### src/hdl/pcm_level_meter_pkg.sv
package pcm_level_meter_pkg;

  // ==========================================================
  // Command bytes: bit 7 selects write, bits 6..0 the register
  localparam int CMD_WRITE_BIT = 7;
  localparam logic [6:0] CMD_RESULT_LOW = 7'h30;
  localparam logic [6:0] CMD_RESULT_HIGH = 7'h31;
  localparam logic [6:0] CMD_WINDOW_COUNT = 7'h32;
  localparam logic [6:0] CMD_CONTROL = 7'h33;

  // ==========================================================
  // Control register layout
  localparam int CTRL_CHAN_LSB = 0;
  localparam int CTRL_CHAN_MSB = 2;
  localparam int CTRL_MODE_BIT = 3;
  localparam int CTRL_ON_BIT = 4;
  localparam logic [7:0] CTRL_WRITE_MASK = 8'h1F;

  // Low result register: ready flag sits in bit 0
  localparam int READY_BIT = 0;

  // ==========================================================
  // Reset values
  localparam logic [15:0] RESULT_RESET = 16'h0000;
  localparam logic [7:0] WINDOW_RESET = 8'h00;
  localparam logic [7:0] CONTROL_RESET = 8'h00;
  localparam logic [7:0] READ_IDLE = 8'h00;

  // Mode encodings of the control mode bit
  localparam logic MODE_MESSAGE = 1'b0;
  localparam logic MODE_METER = 1'b1;

  // ==========================================================
  // Carriers
  typedef struct packed {
    logic valid;
    logic [2:0] channel;
    logic [15:0] linear;
    logic [7:0] compressed;
  } pcm_sample_type;

  typedef struct packed {
    logic valid;
    logic [7:0] command;
    logic [7:0] data;
  } host_cmd_type;

  // Gray coded along idle -> run -> latch
  typedef enum logic [1:0] {
    ST_IDLE = 2'b00,
    ST_RUN = 2'b01,
    ST_LATCH = 2'b11
  } meter_state_type;

endpackage

### src/hdl/level_accumulator.sv
module level_accumulator #(
  parameter int SAMPLE_W = 16,
  parameter int ACC_W = 24,
  parameter int LEVEL_W = 16
) (
  input wire logic mclk,
  input wire logic resetn,
  input wire logic clear,
  input wire logic add_en,
  input wire logic signed [SAMPLE_W-1:0] sample,
  output logic [LEVEL_W-1:0] level
);

  logic [ACC_W-1:0] sum;
  logic [ACC_W-1:0] next_sum;
  logic [SAMPLE_W:0] magnitude;
  logic [ACC_W:0] wide_sum;

  // ==========================================================
  // Magnitude sum, saturating so a long loud window cannot wrap
  always_comb begin
    if (sample[SAMPLE_W-1]) begin
      magnitude = (SAMPLE_W+1)'(-$signed({sample[SAMPLE_W-1], sample}));
    end else begin
      magnitude = {1'b0, sample};
    end
    wide_sum = {1'b0, sum} + (ACC_W+1)'(magnitude);
    next_sum = sum;
    if (clear) begin
      next_sum = '0;
    end else if (add_en) begin
      next_sum = wide_sum[ACC_W] ? '1 : wide_sum[ACC_W-1:0];
    end
    if (|sum[ACC_W-1:LEVEL_W]) begin
      level = '1;
    end else begin
      level = sum[LEVEL_W-1:0];
    end
  end

  always_ff @(posedge mclk or negedge resetn) begin
    if (!resetn) begin
      sum <= '0;
    end else begin
      sum <= next_sum;
    end
  end

endmodule // level_accumulator

### src/hdl/pcm_level_meter.sv
// Overview of operation
// - Low result register holds result low byte, read-only, resets zero.
// - Bit 0 of low result register is the active-high result-ready flag.
// - Reading the high result register clears the ready flag, unless a result latches in the same cycle.
// - High result register holds result high byte, read-only, resets zero.
// - Window count zero in meter mode passes linear PCM data straight into result registers.
// - Window count N from 1 to 255 meters N frames of 125 us.
// - Three-bit channel select picks the metered channel; resets to 0.
// - Message mode copies compressed samples into the high result register.
// - Meter mode meters linear samples into both registers, flag set.
// - Meter works only while meter_on is 1; resets to 0.
// - Result registers read with commands 30H and 31H, top bit 0.
// - Window count read with 32H, written with B2H.
// - Control at 33H/B3H: channel bits 2..0, mode 3, meter_on 4.
module pcm_level_meter #(
  parameter int SAMPLE_W = 16,
  parameter int ACC_W = 24
) (
  input wire logic mclk,
  input wire logic resetn,
  input pcm_level_meter_pkg::pcm_sample_type pcm_in,
  input pcm_level_meter_pkg::host_cmd_type host_cmd,
  output logic [7:0] read_data,
  output logic read_valid,
  output logic cmd_reject
);

  import pcm_level_meter_pkg::*;

  // ==========================================================
  // Register state
  logic [15:0] result;
  logic [15:0] next_result;
  logic result_ready_flag;
  logic next_result_ready_flag;
  logic [7:0] sample_window_count;
  logic [7:0] next_sample_window_count;
  logic [7:0] control;
  logic [7:0] next_control;
  logic [7:0] next_read_data;
  logic next_read_valid;
  logic next_cmd_reject;

  // Meter sequencing state
  meter_state_type state;
  meter_state_type next_state;
  logic [7:0] frame_count;
  logic [7:0] next_frame_count;

  // Decoded fields and strobes
  logic [2:0] chan_sel;
  logic meter_mode;
  logic meter_on;
  logic sample_hit;
  logic windowed;
  logic acc_clear;
  logic acc_add;
  logic [15:0] acc_level;
  logic is_write;
  logic [6:0] cmd_reg;
  logic read_high;
  logic window_written;
  logic control_written;

  assign chan_sel = control[CTRL_CHAN_MSB:CTRL_CHAN_LSB];
  assign meter_mode = control[CTRL_MODE_BIT];
  assign meter_on = control[CTRL_ON_BIT];
  assign is_write = host_cmd.command[CMD_WRITE_BIT];
  assign cmd_reg = host_cmd.command[CMD_WRITE_BIT-1:0];

  // Samples are only taken while the meter is on
  assign sample_hit = meter_on && pcm_in.valid &&
                      (pcm_in.channel == chan_sel);
  assign windowed = (sample_window_count != WINDOW_RESET);

  // ==========================================================
  // Host command decode
  always_comb begin
    next_read_data = READ_IDLE;
    next_read_valid = 1'b0;
    next_cmd_reject = 1'b0;
    next_sample_window_count = sample_window_count;
    next_control = control;
    read_high = 1'b0;
    window_written = 1'b0;
    control_written = 1'b0;
    if (host_cmd.valid && !is_write) begin
      next_read_valid = 1'b1;
      if (cmd_reg == CMD_RESULT_LOW) begin
        // Low byte with flag in bit 0
        next_read_data = {result[7:1], result_ready_flag};
      end else if (cmd_reg == CMD_RESULT_HIGH) begin
        next_read_data = result[15:8];
        read_high = 1'b1;
      end else if (cmd_reg == CMD_WINDOW_COUNT) begin
        next_read_data = sample_window_count;
      end else if (cmd_reg == CMD_CONTROL) begin
        next_read_data = control & CTRL_WRITE_MASK;
      end else begin
        next_read_valid = 1'b0;
        next_cmd_reject = 1'b1;
      end
    end else if (host_cmd.valid) begin
      if (cmd_reg == CMD_WINDOW_COUNT) begin
        next_sample_window_count = host_cmd.data;
        window_written = 1'b1;
      end else if (cmd_reg == CMD_CONTROL) begin
        next_control = host_cmd.data & CTRL_WRITE_MASK;
        control_written = 1'b1;
      end else begin
        // Writes to the result registers are refused
        next_cmd_reject = 1'b1;
      end
    end
  end

  // ==========================================================
  // Window sequencing
  always_comb begin
    next_state = state;
    next_frame_count = frame_count;
    acc_clear = 1'b0;
    acc_add = 1'b0;
    case (state)
      ST_IDLE: begin
        acc_clear = 1'b1;
        next_frame_count = '0;
        // Windowed metering only in meter mode
        if (meter_on && meter_mode == MODE_METER && windowed) begin
          next_state = ST_RUN;
        end
      end
      ST_RUN: begin
        // A register write restarts the window cleanly
        if (!meter_on || meter_mode != MODE_METER || !windowed ||
            window_written || control_written) begin
          next_state = ST_IDLE;
        end else if (sample_hit) begin
          acc_add = 1'b1;
          next_frame_count = frame_count + 8'h01;
          if (frame_count + 8'h01 == sample_window_count) begin
            next_state = ST_LATCH;
          end
        end
      end
      ST_LATCH: begin
        acc_clear = 1'b1;
        next_frame_count = '0;
        next_state = ST_RUN;
      end
      default: begin
        next_state = ST_IDLE;
      end
    endcase
  end

  level_accumulator #(
    .SAMPLE_W(SAMPLE_W),
    .ACC_W(ACC_W),
    .LEVEL_W(16)
  ) u_acc (
    .mclk(mclk),
    .resetn(resetn),
    .clear(acc_clear),
    .add_en(acc_add),
    .sample(pcm_in.linear),
    .level(acc_level)
  );

  // ==========================================================
  // Result and ready flag
  always_comb begin
    next_result = result;
    next_result_ready_flag = result_ready_flag;
    // High byte read clears the flag
    if (read_high) begin
      next_result_ready_flag = 1'b0;
    end
    if (sample_hit && meter_mode == MODE_MESSAGE) begin
      // Compressed data passes into the high byte
      next_result = {pcm_in.compressed, result[7:0]};
    end else if (sample_hit && !windowed) begin
      next_result = pcm_in.linear;
      next_result_ready_flag = 1'b1;
    end else if (state == ST_LATCH) begin
      // Latch level, set wins over clear
      next_result = acc_level;
      next_result_ready_flag = 1'b1;
    end
  end

  always_ff @(posedge mclk or negedge resetn) begin
    if (!resetn) begin
      result <= RESULT_RESET;
      result_ready_flag <= 1'b0;
      sample_window_count <= WINDOW_RESET;
      control <= CONTROL_RESET;
      read_data <= READ_IDLE;
      read_valid <= 1'b0;
      cmd_reject <= 1'b0;
      state <= ST_IDLE;
      frame_count <= '0;
    end else begin
      result <= next_result;
      result_ready_flag <= next_result_ready_flag;
      sample_window_count <= next_sample_window_count;
      control <= next_control;
      read_data <= next_read_data;
      read_valid <= next_read_valid;
      cmd_reject <= next_cmd_reject;
      state <= next_state;
      frame_count <= next_frame_count;
    end
  end

endmodule // pcm_level_meter

### config.mk
export PLATFORM = sky130hd
export DESIGN_NAME = pcm_level_meter
export DESIGN_NICKNAME = d
export VERILOG_FILES = /design/src/hdl/pcm_level_meter_pkg.sv /design/src/hdl/level_accumulator.sv /design/src/hdl/pcm_level_meter.sv
export SDC_FILE = /design/constraint.sdc
export NUM_CORES = 1
export LEC_CHECK = 0
export ABC_AREA = 1
export BUFFER_PORTS_ARGS = -buffer_cell sky130_fd_sc_hd__buf_2
export CAP_MARGIN = 20
export CORE_MARGIN = 4
export CORE_UTILIZATION = 65
export CTS_BUF_LIST = sky130_fd_sc_hd__clkbuf_4
export DETAILED_ROUTE_END_ITERATION = 8
export GPL_TIMING_DRIVEN = 0
export PLACE_DENSITY = 0.86
export REMOVE_ABC_BUFFERS = 1
export SLEW_MARGIN = 30
export SYNTH_ARGS = -nofsm -noshare
export SYNTH_HDL_FRONTEND = slang
export SYNTH_HIERARCHICAL = 1
export SYNTH_SLANG_ARGS = --single-unit
### constraint.sdc
create_clock -name mclk -period 3.3 [get_ports mclk]
set_clock_uncertainty 0.1 [all_clocks]
set_input_delay 0.66 -clock mclk [delete_from_list [all_inputs] [get_ports mclk]]
set_output_delay 0.66 -clock mclk [all_outputs]
set_load 0.05 [all_outputs]
==> impl_results.md <==
- Final ANT Viol Nets: 0
- Tcrit/Tclk final: 94.1%
- Tmin final: 3.11 ns
- Kind of start point of the critical path: input port
- Max Clk Rate: roughly 0.32 GHz
- Final wirelength: approximately 15 mm
- # setup viols final: 0
- Initial Utilization: 66.2%
- Critical path's top delay family: simple AND/OR/NAND/NOR gates
- PD cells: between 500 and 600 nW/um2
- Final std cell area, no fill: 6660 um2
- Grt ovf: 0
- # rows: 35
- Critical path cell sequence: buf_2 > clkinv_1 > nor2_1 > nor2_2 > o21ai_2 > xor2_1 > ha_2 > nand2_4 > inv_2 > nand2_1 > nand2_1 > nand2_1 > nand2_1 > nand2_1 > nand2_2 > nor2_4 > buf_12 > nand2_1 > nand2_1 > o21ai_0
- TritonCTS clock tree: done
- Cell Count Post-Placement: 1,087
- CTS buffer count: 9
- All-Layer GR Usage: 29.0%
- Die area: 11,000 um2
- Clock slew at reported path FFs: 0.15 ns
- Die width: roughly 100 um
- Post-DP HPWL: 11.9 mm
- Final instance count without filler cells: 1,106
- Vias in the first global route: between 5,000 and 6,000
- DR vias/cell: roughly 5.4
- Skew-Pair Late Insertion Delay: 0.43 ns
- Max-slew violations: 0
- Core area: 9200 um2
- Drt wl/cell: about 14 um
- Ys Warns: 6
- Crit path buffers/inverters: 4
- Final hold violation count: 0
- Highest cell delay on the worst timing path: 0.35 ns
- CTS root buffer: clkbuf_4
- Top Ports: 57
- # diodes: 0
- First-pass GRT wire length: ~26 mm
- GPL Wtd Cong: 0.933
- Via count: 5,993
- DRC errors left: 0
- Nature of the critical path endpoint: flop
- Slew @ Worst Pin: 0.926 ns
- # nets final: 1,063
- Max cap viols: 0
- Req. time, crit path: between 3 and 4 ns
- Max-slew headroom: 38.2%
- Antenna violations before repair: 0
- Detailed Routing Iterations Pass 1: 5
- Synthesis-to-layout area growth: 9.48%
- Syn avg cell area: 6.51 um2
- Critical path type: input port to flop
- Status: finished, final reports clean
- Netlist Area Pre-Place: 6080 um2
- Cell count after synthesis: 934
- Worst slack at placement: -0.397 ns
- Port Buffer Count: 56
- Detailed Route Iter0 Violations: around 320
- Placed Area: around 6400 um2
- Max IR drop VDD: around 380 uV
- Clock tree buffer depth: 2
- CP Data Arrival Time: 3.29 ns
- Post-route setup slack: approximately 0.19 ns
- Hold crit path type: input port to async pin
- Lkg Pwr: roughly 3.7 nW
- Most common cell on crit path: nand2_1
- Slowest library cell on the worst path: ha_2
- Design Power: 0.00345 W
- CP Max Fanout: 15
- Layout cells sized above 1: ~14%
- Clock sink count: 73
- Largest net degree at the start of global routing: 40
- H-tree depth: 3
- Die span in y: 105 um
## report_power, final
part / switching [W] / internal [W]
Combinational: 0.00112 / 0.000560
Sequential: 0.0000922 / 0.00101
Clock: 0.000350 / 0.000314
Total: 0.00157 / 0.00188
## cell type report
class / count / area (um2)
timing repair buffer: 60 / 338
tap: 111 / 139
inverter: 148 / 556
multi-input combinational: 698 / 3640
fill: 789 / 2530
sequential: 73 / 1830
clock buffer: 9 / 67.6
clock inverter: 7 / 98.8
## worst paths after layout
kind                                               startpoint                                 end  slack, ns  depth (start not counted)
hold reg to reg                     u_acc/sum[23]$_DFFE_PN0P_           u_acc/sum[23]$_DFFE_PN0P_       0.43                          2
setup / recovery                                   pcm_in[23]           u_acc/sum[12]$_DFFE_PN0P_       0.19                         20
min in group mclk                                 host_cmd[0]  sample_window_count[0]$_DFFE_PN0P_       0.35                          3
max in group asynchronous                              resetn               result[7]$_DFFE_PN0P_       2.45                          2
hold / removal                                         resetn          frame_count[2]$_DFFE_PN0P_       0.06                          1
setup reg to reg           sample_window_count[3]$_DFFE_PN0P_            u_acc/sum[2]$_DFFE_PN0P_       0.53                         10
## worst register-to-register path: cells and delay by family (launching register included)
kind            cells  cell delay [ns]
flops               1             0.51
compound gates      2             0.38
simple gates        8             1.72
## through the flow
stage,hold WS [ns],TNS (ns),util (%)
floorplan,0.264,0,-
global placement,0.395,-7.67,69.7
detailed placement,0.407,-8.09,70.0
CTS,0.0619,0,71.8
global route,0.0702,-0.0152,72.4
finish,0.0567,0,72.4
## flip-flops by register name, summed over array words and instances, names as in the netlist
register	cells
cmd_reject	1
control	5
frame_count	8
read_data	8
read_valid	1
result	15
result_ready_flag	1
sample_window_count	8
state	2
u_acc/sum	24
## layer usage
| layer | vias up | GRT usage, % | part of all wire, % |
|---|---|---|---|
| met2 | 171 | 49.5 | 48 |
| li1 | 3065 | - | - |
| met3 | 29 | 5.50 | 5.2 |
| met1 | 2728 | 36.6 | 44 |
| met5 | - | 0 | 0 |
| met4 | 0 | 10.1 | 2.3 |
## repair_timing
| item | 4_1_cts | 5_1_grt |
|---|---|---|
| hold buffers | 0 | 0 |
| endpoints found under the hold margin | 0 | 0 |
| setup buffers | 0 | 3 |
| endpoints found under the setup margin | 0 | 24 |
| gates resized for setup | 0 | 6 |
## placed cells by master (no fill, tap or decap), drive strengths merged, types with 2 or more instances in the layout
cell type and n:
nor4 2, nand3 71, o211ai 14, xnor2 5
nor3 7, inv 148, clkbuf 9, o21bai 3
nand3b 6, or2 3, nand4 10, o221ai 8
a31oi 10, ha 25, bufinv 2, clkinv 4
nand2 346, dfrtp 73, o21ai 51, xor2 17
buf 60, a21oi 30, nor2 86
Note: power is estimated with default switching activity, not from simulation.
